$ cat src/srsf_pkg.sv
package srsf_pkg;
  localparam logic [7:0] SRSF_STAT_ADDR   = 8'hEA;
  localparam logic [7:0] SRSF_RXBUF_ADDR  = 8'h9B;
  localparam logic [7:0] SRSF_STAT_RESET  = 8'h00;
  localparam int         SRSF_BIT_BUSY    = 7;
  localparam int         SRSF_BIT_MULTIMASTER_ERROR_FLAG   = 6;
  localparam int         SRSF_BIT_RXOF    = 5;
  localparam int         SRSF_BIT_RXIRQ   = 4;
  localparam int         SRSF_BIT_RXBF    = 3;
  localparam int         SRSF_BYTE_BITS   = 8;
  localparam logic [2:0] SRSF_LAST_BIT    = 3'h7;
  localparam logic [2:0] SRSF_LOW_MASK    = 3'h7;
endpackage : srsf_pkg

$ cat src/srsf_top.sv
//Contract
// [RL1] Status register at 0xEA, upper five bits are flags, all zero after reset.
// [RL2] Bit 7 reads one while a transfer is in progress, zero when idle.
// [RL3] Select pulled low by another party during master transfer sets bit 6.
// [RL4] Software writes zero to bit 6 to clear it; one leaves it.
// [RL5] In transfer irq mode, unread byte overrun by next byte sets bit 5.
// [RL6] On overflow with overwrite enabled, the new byte replaces the unread one.
// [RL7] Reading the receive buffer clears the overflow flag.
// [RL8] New byte in the buffer sets bit 4; buffer read clears it. Code leaves it set when a byte waits in the tail.
// [RL9] With the serial irq enabled, the irq request follows the receive flag.
// [RL10] Mode cleared and buffer unread at byte end: halt and release select.
// [RL11] Bit 3 is set while the buffer holds data; a read clears it. Code leaves it set when a byte waits in the tail.
// [RL12] Software keeps the transfer irq mode bit at one; it resets to one.
`timescale 1ns/1ps
module srsf_top
  import srsf_pkg::*;
(
  input  wire logic       clk_i,
  input  wire logic       arst_n_i,
  // Link pins, asynchronous to clk_i
  input  wire logic       sclk_i,
  input  wire logic       data_in_i,
  input  wire logic       sel_n_i,
  // Mode levels from the configuration registers, same clock
  input  wire logic       master_mode_i,
  input  wire logic       sel_in_enable_i,
  input  wire logic       cpol_i,
  input  wire logic       cpha_i,
  input  wire logic       lsb_first_i,
  input  wire logic       transfer_irq_mode_i,
  input  wire logic       rx_overwrite_enable_i,
  input  wire logic       serial_irq_enable_i,
  input  wire logic       master_active_i,
  // Special-function register bus
  input  wire logic [7:0] sfr_addr_i,
  input  wire logic [7:0] sfr_wdata_i,
  input  wire logic       sfr_wr_i,
  input  wire logic       sfr_rd_i,
  output logic      [7:0] sfr_rdata_o,
  output logic            irq_o,
  output logic            halt_o,
  output logic            sel_release_o
);
  import srsf_pkg::*;

  typedef struct packed {
    // Pin synchronisers; select is kept active high so reset means idle
    logic [1:0] sclk_s;
    logic [1:0] din_s;
    logic [1:0] sel_s;
    logic       sclk_q;
    // Receive shifter
    logic [7:0] shift;
    logic [2:0] cnt;
    logic       busy;
    logic [1:0] buf_vld;   // Two-entry buffer: [0] head, [1] tail
    logic [7:0] buf0;
    logic [7:0] buf1;
    // Status flags, halt and registered read data
    logic       multimaster_error_flag;
    logic       rxof;
    logic       rxirq;
    logic       halt;
    logic [7:0] rdata;
  } srsf_state_t;

  srsf_state_t st_ff;
  srsf_state_t nxt_st;

  logic       sample_edge;
  logic       rise;
  logic       fall;
  logic       sel_low;
  logic       byte_done;
  logic       rd_buf;
  logic [7:0] new_byte;
  logic       stat_hit;
  logic       rxbuf_hit;
  logic       link_busy;
  logic       shift_en;
  logic       pop;
  logic       multimaster_error_flag_clr;
  logic       multimaster_error_flag_set;

  // Edges come from the synchronised copy, so each pin edge shows about two cycles late
  assign rise        = st_ff.sclk_s[1] & ~st_ff.sclk_q;
  assign fall        = ~st_ff.sclk_s[1] & st_ff.sclk_q;
  // Sampling edge is the leading edge when phase is zero
  assign sample_edge = (cpol_i ^ cpha_i) ? fall : rise;
  assign sel_low     = st_ff.sel_s[1];
  assign stat_hit    = (sfr_addr_i == SRSF_STAT_ADDR);
  assign rxbuf_hit   = (sfr_addr_i == SRSF_RXBUF_ADDR);
  assign rd_buf      = sfr_rd_i && rxbuf_hit;
  assign link_busy   = master_mode_i ? master_active_i : sel_low;
  assign shift_en    = sample_edge && !st_ff.halt;
  assign pop         = rd_buf && st_ff.buf_vld[0];
  assign new_byte    = lsb_first_i ? {st_ff.din_s[1], st_ff.shift[7:1]}
                                   : {st_ff.shift[6:0], st_ff.din_s[1]};
  assign byte_done   = shift_en && (st_ff.cnt == SRSF_LAST_BIT) && link_busy;
  assign multimaster_error_flag_clr   = sfr_wr_i && stat_hit && !sfr_wdata_i[SRSF_BIT_MULTIMASTER_ERROR_FLAG];
  // Only a foreign select during our own master transfer counts as a collision
  assign multimaster_error_flag_set   = master_mode_i && master_active_i && sel_in_enable_i && sel_low;

  always_comb begin
    nxt_st        = st_ff;
    nxt_st.sclk_s = {st_ff.sclk_s[0], sclk_i};
    nxt_st.din_s  = {st_ff.din_s[0], data_in_i};
    nxt_st.sel_s  = {st_ff.sel_s[0], ~sel_n_i};
    nxt_st.sclk_q = st_ff.sclk_s[1];
    nxt_st.busy   = link_busy;  // [RL2]

    // Counter restarts whenever the link goes idle, so a cut frame leaves no residue
    if (!link_busy) begin
      nxt_st.cnt = 3'h0;
    end else if (shift_en) begin
      nxt_st.shift = new_byte;
      nxt_st.cnt   = (st_ff.cnt + 3'h1) & SRSF_LOW_MASK;
    end

    // Read pops the head; the tail moves up
    if (pop) begin
      nxt_st.buf0    = st_ff.buf1;
      nxt_st.buf_vld = {1'b0, st_ff.buf_vld[1]};
      nxt_st.rxof    = 1'b0;  // [RL7]
      nxt_st.rxirq   = st_ff.buf_vld[1];  // [RL8]
      nxt_st.halt    = 1'b0;
    end

    // Byte end is judged after the pop, so a same-cycle read frees the head
    if (byte_done) begin
      if (!nxt_st.buf_vld[0]) begin
        nxt_st.buf0       = new_byte;
        nxt_st.buf_vld[0] = 1'b1;
        nxt_st.rxirq      = 1'b1;  // [RL8]
      end else if (!transfer_irq_mode_i) begin
        // Unread byte at byte end stalls the link until software reads
        nxt_st.halt = 1'b1;  // [RL10]
      end else begin
        nxt_st.rxof  = 1'b1;  // [RL5]
        nxt_st.rxirq = 1'b1;  // [RL8]
        if (rx_overwrite_enable_i) begin
          // With both slots full the tail is replaced; the head keeps the oldest byte
          if (nxt_st.buf_vld[1]) begin
            nxt_st.buf1 = new_byte;  // [RL6]
          end else begin
            nxt_st.buf0 = new_byte;  // [RL6]
          end
        end else if (!nxt_st.buf_vld[1]) begin
          // Tail slot absorbs one extra byte so a late read loses nothing
          nxt_st.buf1       = new_byte;
          nxt_st.buf_vld[1] = 1'b1;
        end
      end
    end

    if (multimaster_error_flag_clr) begin
      nxt_st.multimaster_error_flag = 1'b0;  // [RL4]
    end
    // Set wins over a same-cycle clear
    if (multimaster_error_flag_set) begin
      nxt_st.multimaster_error_flag = 1'b1;  // [RL3]
    end

    // Read data registers the view of the address presented this cycle
    nxt_st.rdata = 8'h00;
    if (stat_hit) begin
      nxt_st.rdata[SRSF_BIT_BUSY]  = st_ff.busy;
      nxt_st.rdata[SRSF_BIT_MULTIMASTER_ERROR_FLAG] = st_ff.multimaster_error_flag;
      nxt_st.rdata[SRSF_BIT_RXOF]  = st_ff.rxof;
      nxt_st.rdata[SRSF_BIT_RXIRQ] = st_ff.rxirq;
      nxt_st.rdata[SRSF_BIT_RXBF]  = st_ff.buf_vld[0];  // [RL11]
    end else if (rxbuf_hit) begin
      nxt_st.rdata = st_ff.buf0;
    end else begin
      // Unmapped addresses read as zero
      nxt_st.rdata = 8'h00;
    end
  end

  always_ff @(posedge clk_i or negedge arst_n_i) begin
    if (!arst_n_i) begin
      st_ff <= '0;  // [RL1]
    end else begin
      st_ff <= nxt_st;
    end
  end

  // Halt holds until software reads the buffer; the select stays released meanwhile
  assign sfr_rdata_o   = st_ff.rdata;
  assign irq_o         = serial_irq_enable_i & st_ff.rxirq;  // [RL9]
  assign halt_o        = st_ff.halt;
  assign sel_release_o = st_ff.halt;  // [RL10]
endmodule : srsf_top

$ cat config.mk
export PLATFORM = sky130hd
export DESIGN_NAME = srsf_top
export DESIGN_NICKNAME = d
export VERILOG_FILES = /design/src/srsf_pkg.sv /design/src/srsf_top.sv
export SDC_FILE = /design/constraint.sdc
export NUM_CORES = 1
export LEC_CHECK = 0
export ABC_AREA = 1
export BUFFER_PORTS_ARGS = -buffer_cell sky130_fd_sc_hd__buf_4
export CAP_MARGIN = 25
export CORE_AREA = 2 2 68 70
export CTS_BUF_LIST = sky130_fd_sc_hd__clkbuf_16
export DETAILED_ROUTE_END_ITERATION = 10
export DIE_AREA = 0 0 70 72
export PLACE_DENSITY = 0.88
export SLEW_MARGIN = 40
export SYNTH_ARGS = -nofsm -noshare
export SYNTH_HDL_FRONTEND = slang
export SYNTH_SLANG_ARGS = --single-unit
$ cat constraint.sdc
create_clock -name clk_i -period 2.6 [get_ports clk_i]
set_clock_uncertainty 0.2 [all_clocks]
set_input_delay 0.26 -clock clk_i [delete_from_list [all_inputs] [get_ports clk_i]]
set_output_delay 0.26 -clock clk_i [all_outputs]
set_load 0.01 [all_outputs]
# Word-level counts from Yosys, hierarchy flattened
# Index checks and enable logic that the tools add are counted.
op_classes:
  addsub: 1
  mul: 0
  div_mod_pow: 0
  order_cmp: 0
  eq_ne: 6
  shifts: 0
  mux: 30
  bitwise: 7
  reduce_logical: 15
ops:
  columns: ["cell", "count"]
  rows:
  - ["2-to-1 mux 8 bit", 9]
  - ["2-to-1 mux 18 bit", 1]
  - ["== test 8 bit (second input constant)", 2]
  - ["2-to-1 mux 16 bit", 1]
  - ["2-to-1 mux 3 bit", 5]
  - ["2-to-1 mux 1 bit", 11]
  - ["logical AND 1 bit", 10]
  - ["2-to-1 mux 10 bit", 1]
  - ["2-to-1 mux 5 bit", 1]
  - ["AND reduction 5 bit", 1]
  - ["!= test 2 x 1 -> 1 bit (second input constant)", 2]
  - ["adder 3 x 1 -> 3 bit (second input constant)", 1]
  - ["bitwise AND 1 bit", 3]
  - ["== test 3 bit (second input constant)", 1]
  - ["inverter 1 bit", 3]
  - ["zero test 1 bit", 2]
  - ["2-to-1 mux 2 bit", 1]
  - ["!= test 2 bit (second input constant)", 1]
  - ["AND reduction 2 bit", 1]
  - ["nonzero test 2 bit", 1]
  - ["bitwise XOR 1 bit", 1]
totals:
  ff_bits: 49
  latch_bits: 0
  ramBits: 0
  romBits: 0
  in_bits: 32
  output_inout_bits: 11
  elab_cells: 74
  memories: 0

# Logic depth before layout (Yosys ltp)
# Gate-level depths: netlist of run 1.
depth:
  word_depth: 9
  ltp_mapped: 10

# Least setup slack after synthesis of run 1
# OpenSTA, ideal clock, no wires.
synth_timing:
  path_type: "register -> register"
  start: "register st_ff[28] (netlist bit)"
  end: "register st_ff[12] (netlist bit)"
  arrival_time_ps: 1479
  required_ps: 2283
  path_slack_ps: 804
  stages_incl_launch_ff: 10
  period_less_slack_ps: 1796
  cell_sequence: "dfrtp_1 nand2_1 inv_2 nand3_2 nand2_2 ha_1 clkbuf_1 nand2_1 nand2_1 nand2_1"
synth_between:
  elab_chain_cells: 4
  word_cells_on_any_way: 5
synth_rtl:
  columns: ["element", "line_no", "rtl"]
  rows:
  - ["from (decl)", "srsf_top.sv:67", "srsf_state_t st_ff;"]
  - ["from (signal assigned)", "srsf_top.sv:184", "st_ff <= nxt_st;"]
  - ["logical AND 1 bit", "srsf_top.sv:96", "assign pop = rd_buf && st_ff.buf_vld[0];"]
  - ["2-to-1 mux 10 bit (*)", "srsf_top.sv:121", "if (pop) begin"]
  - ["!= test 2 x 1 -> 1 bit (no source line) or != test 2 bit (tied branches)", null, null]
  - ["AND reduction 5 bit (no source line) (*)", null, null]
# Every way passes the cells marked *; elsewhere a longest branch is shown, timed or not.
# A chain may end at the register's enable or synchronous reset.

# Final worst setup path of run 1
# Ends and elaborated chain as after synthesis.

==> results of run 1 <==
## registers in the layout (all words and copies together), names as in the netlist
name / cells
st_ff: 35
sfr_rdata_o: 8
nxt_st: 4
halt_o: 1
sel_low: 1
## cells by family after synthesis
kind of cell / synth area share, %
AOI/OAI and AO/OA: 6.31
adders and majority gates: 1.63
buffers and inverters: 9.14
DFF: 53.3
and+or+nand+nor: 29.6
## power groups by stage
stage / Combinational, mW / Clock, mW / Sequential, mW
6_report: 0.184 / 0.622 / 0.832
5_1_grt: 0.212 / 0.668 / 0.838
4_1_cts: 0.186 / 0.637 / 0.832
3_5_place_dp: 0.180 / 0 / 0.846
3_3_place_gp: 0.173 / 0 / 0.843
2_1_floorplan: 0.107 / 0 / 0.840
## worst paths after layout
kind / end / cells past startpoint / startpoint / slack (ps)
max: st_ff[12] / 8 / st_ff[28] / 610
min: st_ff[11] / 3 / sel_in_enable_i / 30
max reg2reg: st_ff[12] / 8 / st_ff[28] / 610
min reg2reg: st_ff[46] / 0 / nxt_st[46] / 150
max in group asynchronous: st_ff[13] / 2 / arst_n_i / 1450
min in group asynchronous: nxt_st[48] / 2 / arst_n_i / 330
## worst max-delay path, stage by stage (launching register included)
cell     delay (ps)
dfrtp_1         400
nand2_1          90
inv_2           100
nand3_2         110
nand2_2          70
ha_1            460
nand2_1         270
nand2_1         130
nand2_1          60
## stage by stage
| stage | setup slack, ps | hold slack [ps] | total power [mW] | std cells | util, % |
|---|---|---|---|---|---|
| after floorplan | 804 | -236 | 0.947 | 278 | - |
| after global placement | 701 | 102 | 1.02 | 352 | 59.6 |
| after detailed placement | 620 | 109 | 1.03 | 352 | 59.6 |
| after CTS | 613 | 27.7 | 1.65 | 364 | 63.9 |
| after global routing | 499 | 30.9 | 1.72 | 364 | 63.9 |
| final | 608 | 28.6 | 1.64 | 364 | 63.9 |
## layout make-up
cell class                      instances  area (um2)  share of cell area (%)
Clock buffer                            5         125                    4.59
Clock inverter                          3        17.5                   0.643
Inverter                               29         109                    4.00
Multi-Input combinational cell        185         863                    31.7
Timing Repair Buffer                   41         318                    11.7
Tap cell                               52        65.1                    2.39
Sequential cell                        49        1230                    45.0
## synthesized netlist by cell type
library cell | number | area share, %
nand2_1 | 104 | 17
a22o_1 | 1 | 0.38
dfrtp_1 | 49 | 53
clkbuf_1 | 3 | 0.49
buf_4 | 12 | 3.9
nand2_4 | 2 | 0.98
o21ai_0 | 22 | 4.8
nand4_1 | 1 | 0.27
nor2_2 | 1 | 0.27
o21ai_1 | 1 | 0.22
nand3_2 | 1 | 0.44
o21ai_4 | 1 | 0.71
ha_1 | 3 | 1.6
nand2_2 | 3 | 0.82
inv_1 | 26 | 4.2
nor3_1 | 1 | 0.22
inv_2 | 3 | 0.49
nand4_4 | 1 | 0.92
nand3_1 | 31 | 6.7
nor3b_1 | 1 | 0.33
a21oi_1 | 1 | 0.22
nor2_1 | 10 | 1.6
## what timing repair did
| item | 4_1_cts | 5_1_grt |
|---|---|---|
| hold buffers | 4 | 0 |
| resized for setup | 0 | 0 |
| hold endpoints to repair | 52 | 0 |
## cells in the final DEF (no fill, tap or decap), types with 3 or more instances in the layout
master	n
inv_2	3
ha_1	3
inv_1	26
nand3_1	31
dlygate4sd3_1	4
nor2_1	10
clkbuf_16	5
dfrtp_1	49
nand2_1	104
o21ai_0	22
nand2_2	3
buf_4	37
## layer usage
metal / global-route usage (%) / routed length (um) / vias to the layer above
met1: 23.9 / 1950 / 856
li1: - / - / 933
met3: 4.31 / 229 / 5
met2: 35.3 / 2220 / 44
met4: 6.41 / 61 / 0
met5: 0 / 0 / -
==> results.ini, run 1 <==
[detailed_routing]
drt-pass1-iter-count=4
vias=1838
ant_nets=0
post_drt_wl_per_cell_um=12.3
drc=0
initialDrtViolationCount=185
postRouteWirelength_um=4460
via_per_inst=5.05

[cells_and_area]
area_growth_pct=18.4
nFillCells=366
finalInstanceArea_um2=2720
fin_nets=346
drive_gt1_share_pct=17.9
diodes=0

[pwr]
p_comb_share_pct=11.3
ir_worst_vdd_mv=0.360
sw_frac_of_total_pct=24.9
p_sw_mw=0.408
pwr-share-clk_pct=38.0
p_per_area_nw_per_um2=601
p_int_mw=1.23
seqPwrFrac_pct=50.8
p_leak_nw=1.50

[timing]
fin_crit_sh_pct=76.6
rsz0062_at_grt=no
fmaxAchievable_mhz=502
max_slew_margin_pct=59.3
period_needed_ps=1990
drv_slew=0
fin_tns_setup_ps=0
setup_violations=0
hold_viol_final=0
worst_pin_slew_ps=610

[cts]
clk_transition_reported_paths_ps=60
cts_max_level=2
cts_tree=yes
cts_root_buffer=clkbuf_16
clock_latency_ps=290
cts_buffers=5
cts_sinks=49
cts_buffer_depth=2
cts_setup_buffers=0

[floorplanning]
die_h_um=72
start_util_pct=53.9
fp-row-count=24
core-area_um2=4260
ios=43
dieArea_um2=5040
die_w_um=70

[grt]
antenna_found_initial=0
first_global_vias=1822
overflow=0
grt_pass1_wl_um=7850
grtUsageTotal_pct=19.7
grt_max_degree=50

[critical_path]
setup.worst_path.class=reg -> reg
start_kind=flop
cp_max_fo=10
required_ps=2580
critical_path_arrival_ps=1970
cp-end-kind=flop

[synthesis]
syn_inst=278
syn_area_per_cell_um2=8.27
synth_fp_nets=313
yosysWarnings=0
synth-seq-cells=49
seq_area_frac_synth_pct=53.3
ys_types=22
synthesis.area_um2=2300

[run_status]
outcome=finished clean

[placed_design]
placed_cell_area_um2=2540
gp_congestion=0.766
io_buffer_count=35
dp_hpwl_um=3090

[hold_path]
hold_path.class=in -> reg

[flow_run]
drv_cap=0

(Power assumes the default switching activity.)
==> inputs of run 2 (changes only) <==
CORE_AREA = 2 2 72 74   (was 2 2 68 70)
DIE_AREA = 0 0 74 76   (was 0 0 70 72)
PLACE_DENSITY = 0.84   (was 0.88)
clock period = 1.7 ns   (was 2.6 ns; I/O delays follow)
==> run 2 against run 1 <==
Compared with the run above: clock power up 82%; combinational power up 72%; power up 66%; wire length up 8.4%; die area up 12%; critical path depth up 1; final cell count up 8.8%; fmax up 22%; global-route usage down 0.94 points; highest routed layer unchanged; sequential cell count unchanged; hold slack worse by 26 ps; cell area up 8.3%.
==> results.ini, run 2 (synthesized netlist as in run 1, its figures left out) <==
[critical_path]
crit_path_top_delay_cell=dfrtp_1
critical_path_arrival_ps=1620  ; -350 ps
cp-end-kind=flop
cp_common_cell=nand2_1
setup.worst_path.class=reg -> reg
timing.rr.start=st_ff[28]
reg2reg_depth=9  ; +1
required_ps=1680  ; -900 ps
start_kind=flop
r2r_end=st_ff[22]
cp_max_fo=9  ; -1
crit_path_max_incr_delay_ps=370  ; -90 ps
cp_cell_sequence=nand2_1 -> inv_2 -> nand3_2 -> nor2_1 -> nor2_1 -> nand2_4 -> nand2_4 -> nand2_1 -> nand2_1
rrSetupSlack_ps=60  ; -550 ps

[placed_design]
dp_hpwl_um=3180  ; +2.9%
place_ws_ps=-67.8  ; -688 ps
gp_congestion=0.847  ; +11%
io_buffer_count=35  ; unchanged

[pwr]
p_sw_mw=0.660  ; +62%
p_int_mw=2.06  ; +67%
p_leak_nw=1.58  ; +5.3%
seqPwrFrac_pct=46.7  ; -4.1 points
p_comb_share_pct=11.6  ; +0.3 points
pwr-share-clk_pct=41.6  ; +3.6 points
p_per_area_nw_per_um2=922  ; +53%
sw_frac_of_total_pct=24.3  ; -0.63 points
ir_worst_vdd_mv=0.418  ; +16%

[timing]
fmaxAchievable_mhz=611  ; +22%
fin_crit_sh_pct=96.3  ; +20 points
drv_slew=0  ; unchanged
rsz0062_at_grt=yes
setup_violations=0  ; unchanged
period_needed_ps=1640  ; -355 ps
setup_ws_ps=63.2  ; -545 ps
hold_viol_final=0  ; unchanged
max_slew_margin_pct=60.3  ; +0.97 points
worst_pin_slew_ps=596  ; -14.5 ps

[hold_path]
whs_endpoint=halt_o
hold_path.class=in -> reg
whs_path_depth=4  ; +1
min_from=transfer_irq_mode_i

[grt]
grt_pass1_wl_um=8250  ; +5.1%
grt_max_degree=50  ; unchanged
grtUsageTotal_pct=18.8  ; -0.94 points
overflow=0  ; unchanged
antenna_found_initial=0  ; unchanged
first_global_vias=1988  ; +9.1%

[cells_and_area]
nFillCells=422  ; +15%
drive_gt1_share_pct=22.5  ; +4.5 points
top_register=st_ff
layout_commonest_cell=nand2_1
utilization_pct=60.0  ; -3.8 points
mostFrequentLayoutCells=nand2_1 (103), dfrtp_1 (49), buf_4 (44)
largest_reg_flops=35  ; unchanged
area_growth_pct=28.2
fin_nets=359  ; +3.8%

[floorplanning]
core-area_um2=4910  ; +15%
ios=43  ; unchanged
die_h_um=76  ; +5.6%
fp-row-count=26  ; +8.3%
start_util_pct=46.8  ; -7.1 points
die_w_um=74  ; +5.7%
dieArea_um2=5620  ; +12%

[flow_run]
drv_cap=0  ; unchanged

[cts]
cts_root_buffer=clkbuf_16
clk_transition_reported_paths_ps=70  ; about the same
cts_buffer_depth=2  ; unchanged
cts_buffers=5  ; unchanged
clock_latency_ps=290  ; about the same
cts_tree=yes
cts_sinks=49  ; unchanged
cts_max_level=2  ; unchanged

[detailed_routing]
ant_nets=0  ; unchanged
drc=0  ; unchanged
postRouteWirelength_um=4840  ; +8.4%
initialDrtViolationCount=162  ; -12%
post_drt_wl_per_cell_um=12.2  ; -0.33%
drt-pass1-iter-count=4  ; unchanged
via_per_inst=4.89  ; -3.1%
vias=1937  ; +5.4%

[run_status]
outcome=finished clean

run 2: cell types whose count changed in the layout (fill, tap and decap cells not counted), moves of 2 or more:
cell           change
buf_12             +2
dlygate4sd3_1      +3
inv_1              -2
buf_4              +7
run 2: stage by stage:
step,TNS (ps),cell area [um2],hold WS [ps],std cells,power (mW)
3_5_place_dp,-332,2640,22.5,377,1.58
4_1_cts,0,2890,3.22,392,2.72
2_1_floorplan,0,2300,-326,278,1.45
5_1_grt,-917,2950,33.9,395,2.83
6_report,0,2950,2.35,396,2.72
3_3_place_gp,0,2640,19.5,377,1.57
run 2: critical path: cells and delay by family, from the launching register on:
kind,cells,cell delay [ps]
buf+inv,1,70
simple gates,8,880
flops,1,370
run 2: timing repair:
item | in CTS | in global routing
buffers inserted | 0 | 3
pin swaps | 0 | 4
endpoints found under the hold margin | 54 | 0
resized for setup | 1 | 10
hold buffers | 7 | 0
setup endpoints to repair | 8 | 23
run 2: cell type report:
type	count	area, um2	share of cell area [%]
sequential	49	1230	41.6
multi-input combinational	185	898	30.5
timing repair buffer	54	452	15.3
clock buffer	5	125	4.24
inverter	29	111	3.78
tap	70	87.6	2.97
clock inverter	3	46.3	1.57
antenna	1	2.50	0.0849
run 2: worst max-delay path by stage:
| stage | from | endpoint | slack (ps) | depth (start not counted) |
|---|---|---|---|---|
| after global placement | sfr_addr_i[5] | st_ff[13] | 2 | 10 |
| after global routing | st_ff[28] | st_ff[23] | -80 | 9 |
| final | st_ff[28] | st_ff[22] | 60 | 9 |
| after detailed placement | sfr_addr_i[5] | st_ff[19] | -70 | 10 |
| after CTS | sfr_addr_i[2] | st_ff[11] | 20 | 10 |
| after floorplan | st_ff[28] | st_ff[12] | 20 | 9 |
run 2: power groups by stage:
stage	clock [mW]	combinational, mW	sequential (mW)
6_report	1.13	0.316	1.27
3_5_place_dp	0	0.288	1.29
2_1_floorplan	0	0.163	1.29
4_1_cts	1.14	0.306	1.27
3_3_place_gp	0	0.277	1.29
5_1_grt	1.19	0.362	1.28
run 2: routing by layer:
layer,GRT usage (%),part of all wire (%)
met5,0,0
met3,4.50,4.9
met2,32.9,53
met1,21.0,41
met4,8.36,1.9
==> inputs of run 3 (changes only) <==
SETUP_SLACK_MARGIN = 0.5   (was default)
==> run 3 against run 2 <==
Compared with the run above: largest cell class unchanged; wire length up 15%; final cell count up 2.5%; non-clock buffer count up 10; the flow now finishes with violations (negative setup slack); hold slack improved by 21 ps; sequential share of layout area down 1.8 points.
==> results.ini, run 3 (synthesized netlist as in run 1, its figures left out) <==
[timing]
period_needed_ps=1720  ; +80.8 ps
rsz0062_at_grt=yes
fmaxAchievable_mhz=582  ; -4.7%
hold_viol_final=0  ; unchanged
worst_pin_slew_ps=585  ; -10.6 ps
setup_violations=6  ; +6
setup_ws_ps=-17.7  ; -80.8 ps
max_slew_margin_pct=61.0  ; +0.71 points
drv_slew=0  ; unchanged
fin_crit_sh_pct=101  ; +4.8 points

[critical_path]
start_kind=flop
reg2reg_depth=8  ; -1
required_ps=1670  ; about the same
critical_path_arrival_ps=1690  ; +70 ps
r2r_end=st_ff[19]
crit_path_top_delay_cell=dfrtp_1
setup.worst_path.class=reg -> reg
crit_path_max_incr_delay_ps=390  ; +20 ps
cp-end-kind=flop
cp_common_cell=nand2_2
cp_cell_sequence=nor2_1 -> nand3_1 -> nand2_2 -> nand4_4 -> nor2_4 -> nand2_4 -> nand2_2 -> nand2_2
rrSetupSlack_ps=-20  ; -80 ps
timing.rr.start=st_ff[42]
cp_max_fo=8  ; -1

[pwr]
p_sw_mw=0.635  ; -3.8%
power_mw=2.55  ; -6.2%
p_leak_nw=1.64  ; +3.9%
p_per_area_nw_per_um2=828  ; -10%
ir_worst_vdd_mv=0.506  ; +21%
pwr-share-clk_pct=35.8  ; -5.8 points
p_comb_share_pct=14.4  ; +2.8 points
seqPwrFrac_pct=49.9  ; +3.2 points
p_int_mw=1.92  ; -7.0%
sw_frac_of_total_pct=24.9  ; +0.63 points

[grt]
first_global_vias=2079  ; +4.6%
grtUsageTotal_pct=20.3  ; +1.5 points
grt_max_degree=50  ; unchanged
overflow=0  ; unchanged
antenna_found_initial=0  ; unchanged
grt_pass1_wl_um=8940  ; +8.5%

[detailed_routing]
postRouteWirelength_um=5540  ; +15%
initialDrtViolationCount=218  ; +35%
ant_nets=0  ; unchanged
drc=0  ; unchanged
post_drt_wl_per_cell_um=13.7  ; +12%
via_per_inst=5.03  ; +2.9%
drt-pass1-iter-count=4  ; unchanged
vias=2043  ; +5.5%

[cells_and_area]
nFillCells=363  ; -14%
top_register=st_ff
largest_reg_flops=35  ; unchanged
multiInputGateArea_um2=961  ; +7.0%
seqCellArea_um2=1230  ; unchanged
area_growth_pct=34.0
layout_commonest_cell=nand2_1
utilization_pct=62.7  ; +2.7 points
diodes=0  ; -1
fin_nets=371  ; +3.3%
mostFrequentLayoutCells=nand2_1 (100), dfrtp_1 (49), buf_4 (49)
drive_gt1_share_pct=29.2  ; +6.7 points
fin_cells=406  ; +2.5%
finalInstanceArea_um2=3080  ; +4.5%

[cts]
cts_tree=yes
cts_sinks=49  ; unchanged
clock_latency_ps=280  ; about the same
cts_buffer_depth=2  ; unchanged
cts_root_buffer=clkbuf_16
cts_buffers=5  ; unchanged
cts_max_level=2  ; unchanged
clk_transition_reported_paths_ps=60  ; about the same

[floorplanning]
die_h_um=76  ; unchanged
ios=43  ; unchanged
start_util_pct=46.8  ; unchanged
die_w_um=74  ; unchanged
dieArea_um2=5620  ; unchanged
core-area_um2=4910  ; unchanged
fp-row-count=26  ; unchanged

[placed_design]
place_ws_ps=37.1  ; +105 ps
gp_congestion=0.853  ; +0.78%
placed_cell_area_um2=2690  ; +1.9%
dp_hpwl_um=3330  ; +4.7%
placed_cells=379  ; +0.53%
io_buffer_count=35  ; unchanged

[hold_path]
whs_endpoint=halt_o
min_from=transfer_irq_mode_i
whs_path_depth=4  ; unchanged
hold_path.class=in -> reg

[run_status]
outcome=finished, violations left
violations=negative setup slack

[flow_run]
drv_cap=0  ; unchanged

-- run 3: changes by cell type in the layout (fill, tap and decap cells not counted), moves of 4 or more --
cell / previous run / this run
nor2_1: 10 / 6
buf_6: 1 / 7
buf_4: 44 / 49
o21ai_0: 21 / 10
nor2_2: 0 / 4
o21ai_1: 2 / 11
-- run 3: worst max path at each step --
stage | start | to | slack (ps) | cells after the start
global route | nxt_st[42] | st_ff[15] | -130 | 9
CTS | st_ff[32] | st_ff[19] | 90 | 7
floorplan | st_ff[28] | st_ff[19] | 140 | 9
global placement | sfr_addr_i[2] | st_ff[21] | 90 | 11
detailed placement | sfr_addr_i[2] | st_ff[27] | 40 | 11
finish | st_ff[42] | st_ff[19] | -20 | 8
-- run 3: cell type report --
| type | instances | area share [%] |
|---|---|---|
| Timing Repair Buffer | 64 | 17.7 |
| Clock inverter | 2 | 0.244 |
| Clock buffer | 5 | 4.06 |
| Sequential cell | 49 | 39.8 |
| Multi-Input combinational cell | 185 | 31.2 |
| Inverter | 29 | 3.69 |
| Timing Repair inverter | 2 | 0.447 |
| Tap cell | 70 | 2.84 |
-- run 3: worst max-delay path, delay by kind of cell, from the launching register on --
family | cells | cell delay, ps
and+or+nand+nor | 8 | 1030
DFF | 1 | 390
-- run 3: power by group through the flow --
| stage | clock [mW] | combinational, mW | sequential (mW) |
|---|---|---|---|
| 6_report | 0.912 | 0.366 | 1.27 |
| 5_1_grt | 0.959 | 0.409 | 1.28 |
| 4_1_cts | 0.920 | 0.340 | 1.27 |
| 3_5_place_dp | 0 | 0.295 | 1.29 |
| 3_3_place_gp | 0 | 0.286 | 1.29 |
| 2_1_floorplan | 0 | 0.179 | 1.29 |
-- run 3: metal layers --
| metal | global-route usage (%) | part of all wire, % | routed length [um] |
|---|---|---|---|
| met1 | 23.2 | 37 | 2050 |
| met2 | 34.3 | 52 | 2880 |
| met3 | 5.03 | 6.0 | 334 |
| met4 | 10.4 | 4.9 | 274 |
| met5 | 0 | 0 | 0 |
-- run 3: stage by stage --
stage               TNS (ps)  hold WS (ps)
finish                 -46.5          23.8
global route           -1710          35.1
CTS                        0          6.32
detailed placement         0          17.7
global placement           0          14.0
floorplan                  0          -326
-- run 3: timing repair --
action                                  in CTS  in global routing
endpoints found under the setup margin      35                 39
setup buffers                                8                  4
hold endpoints to repair                    53                  0
cloned                                       1                  1
gates resized for setup                     12                 19
pin swaps                                    9                  5
hold buffers                                 6                  0
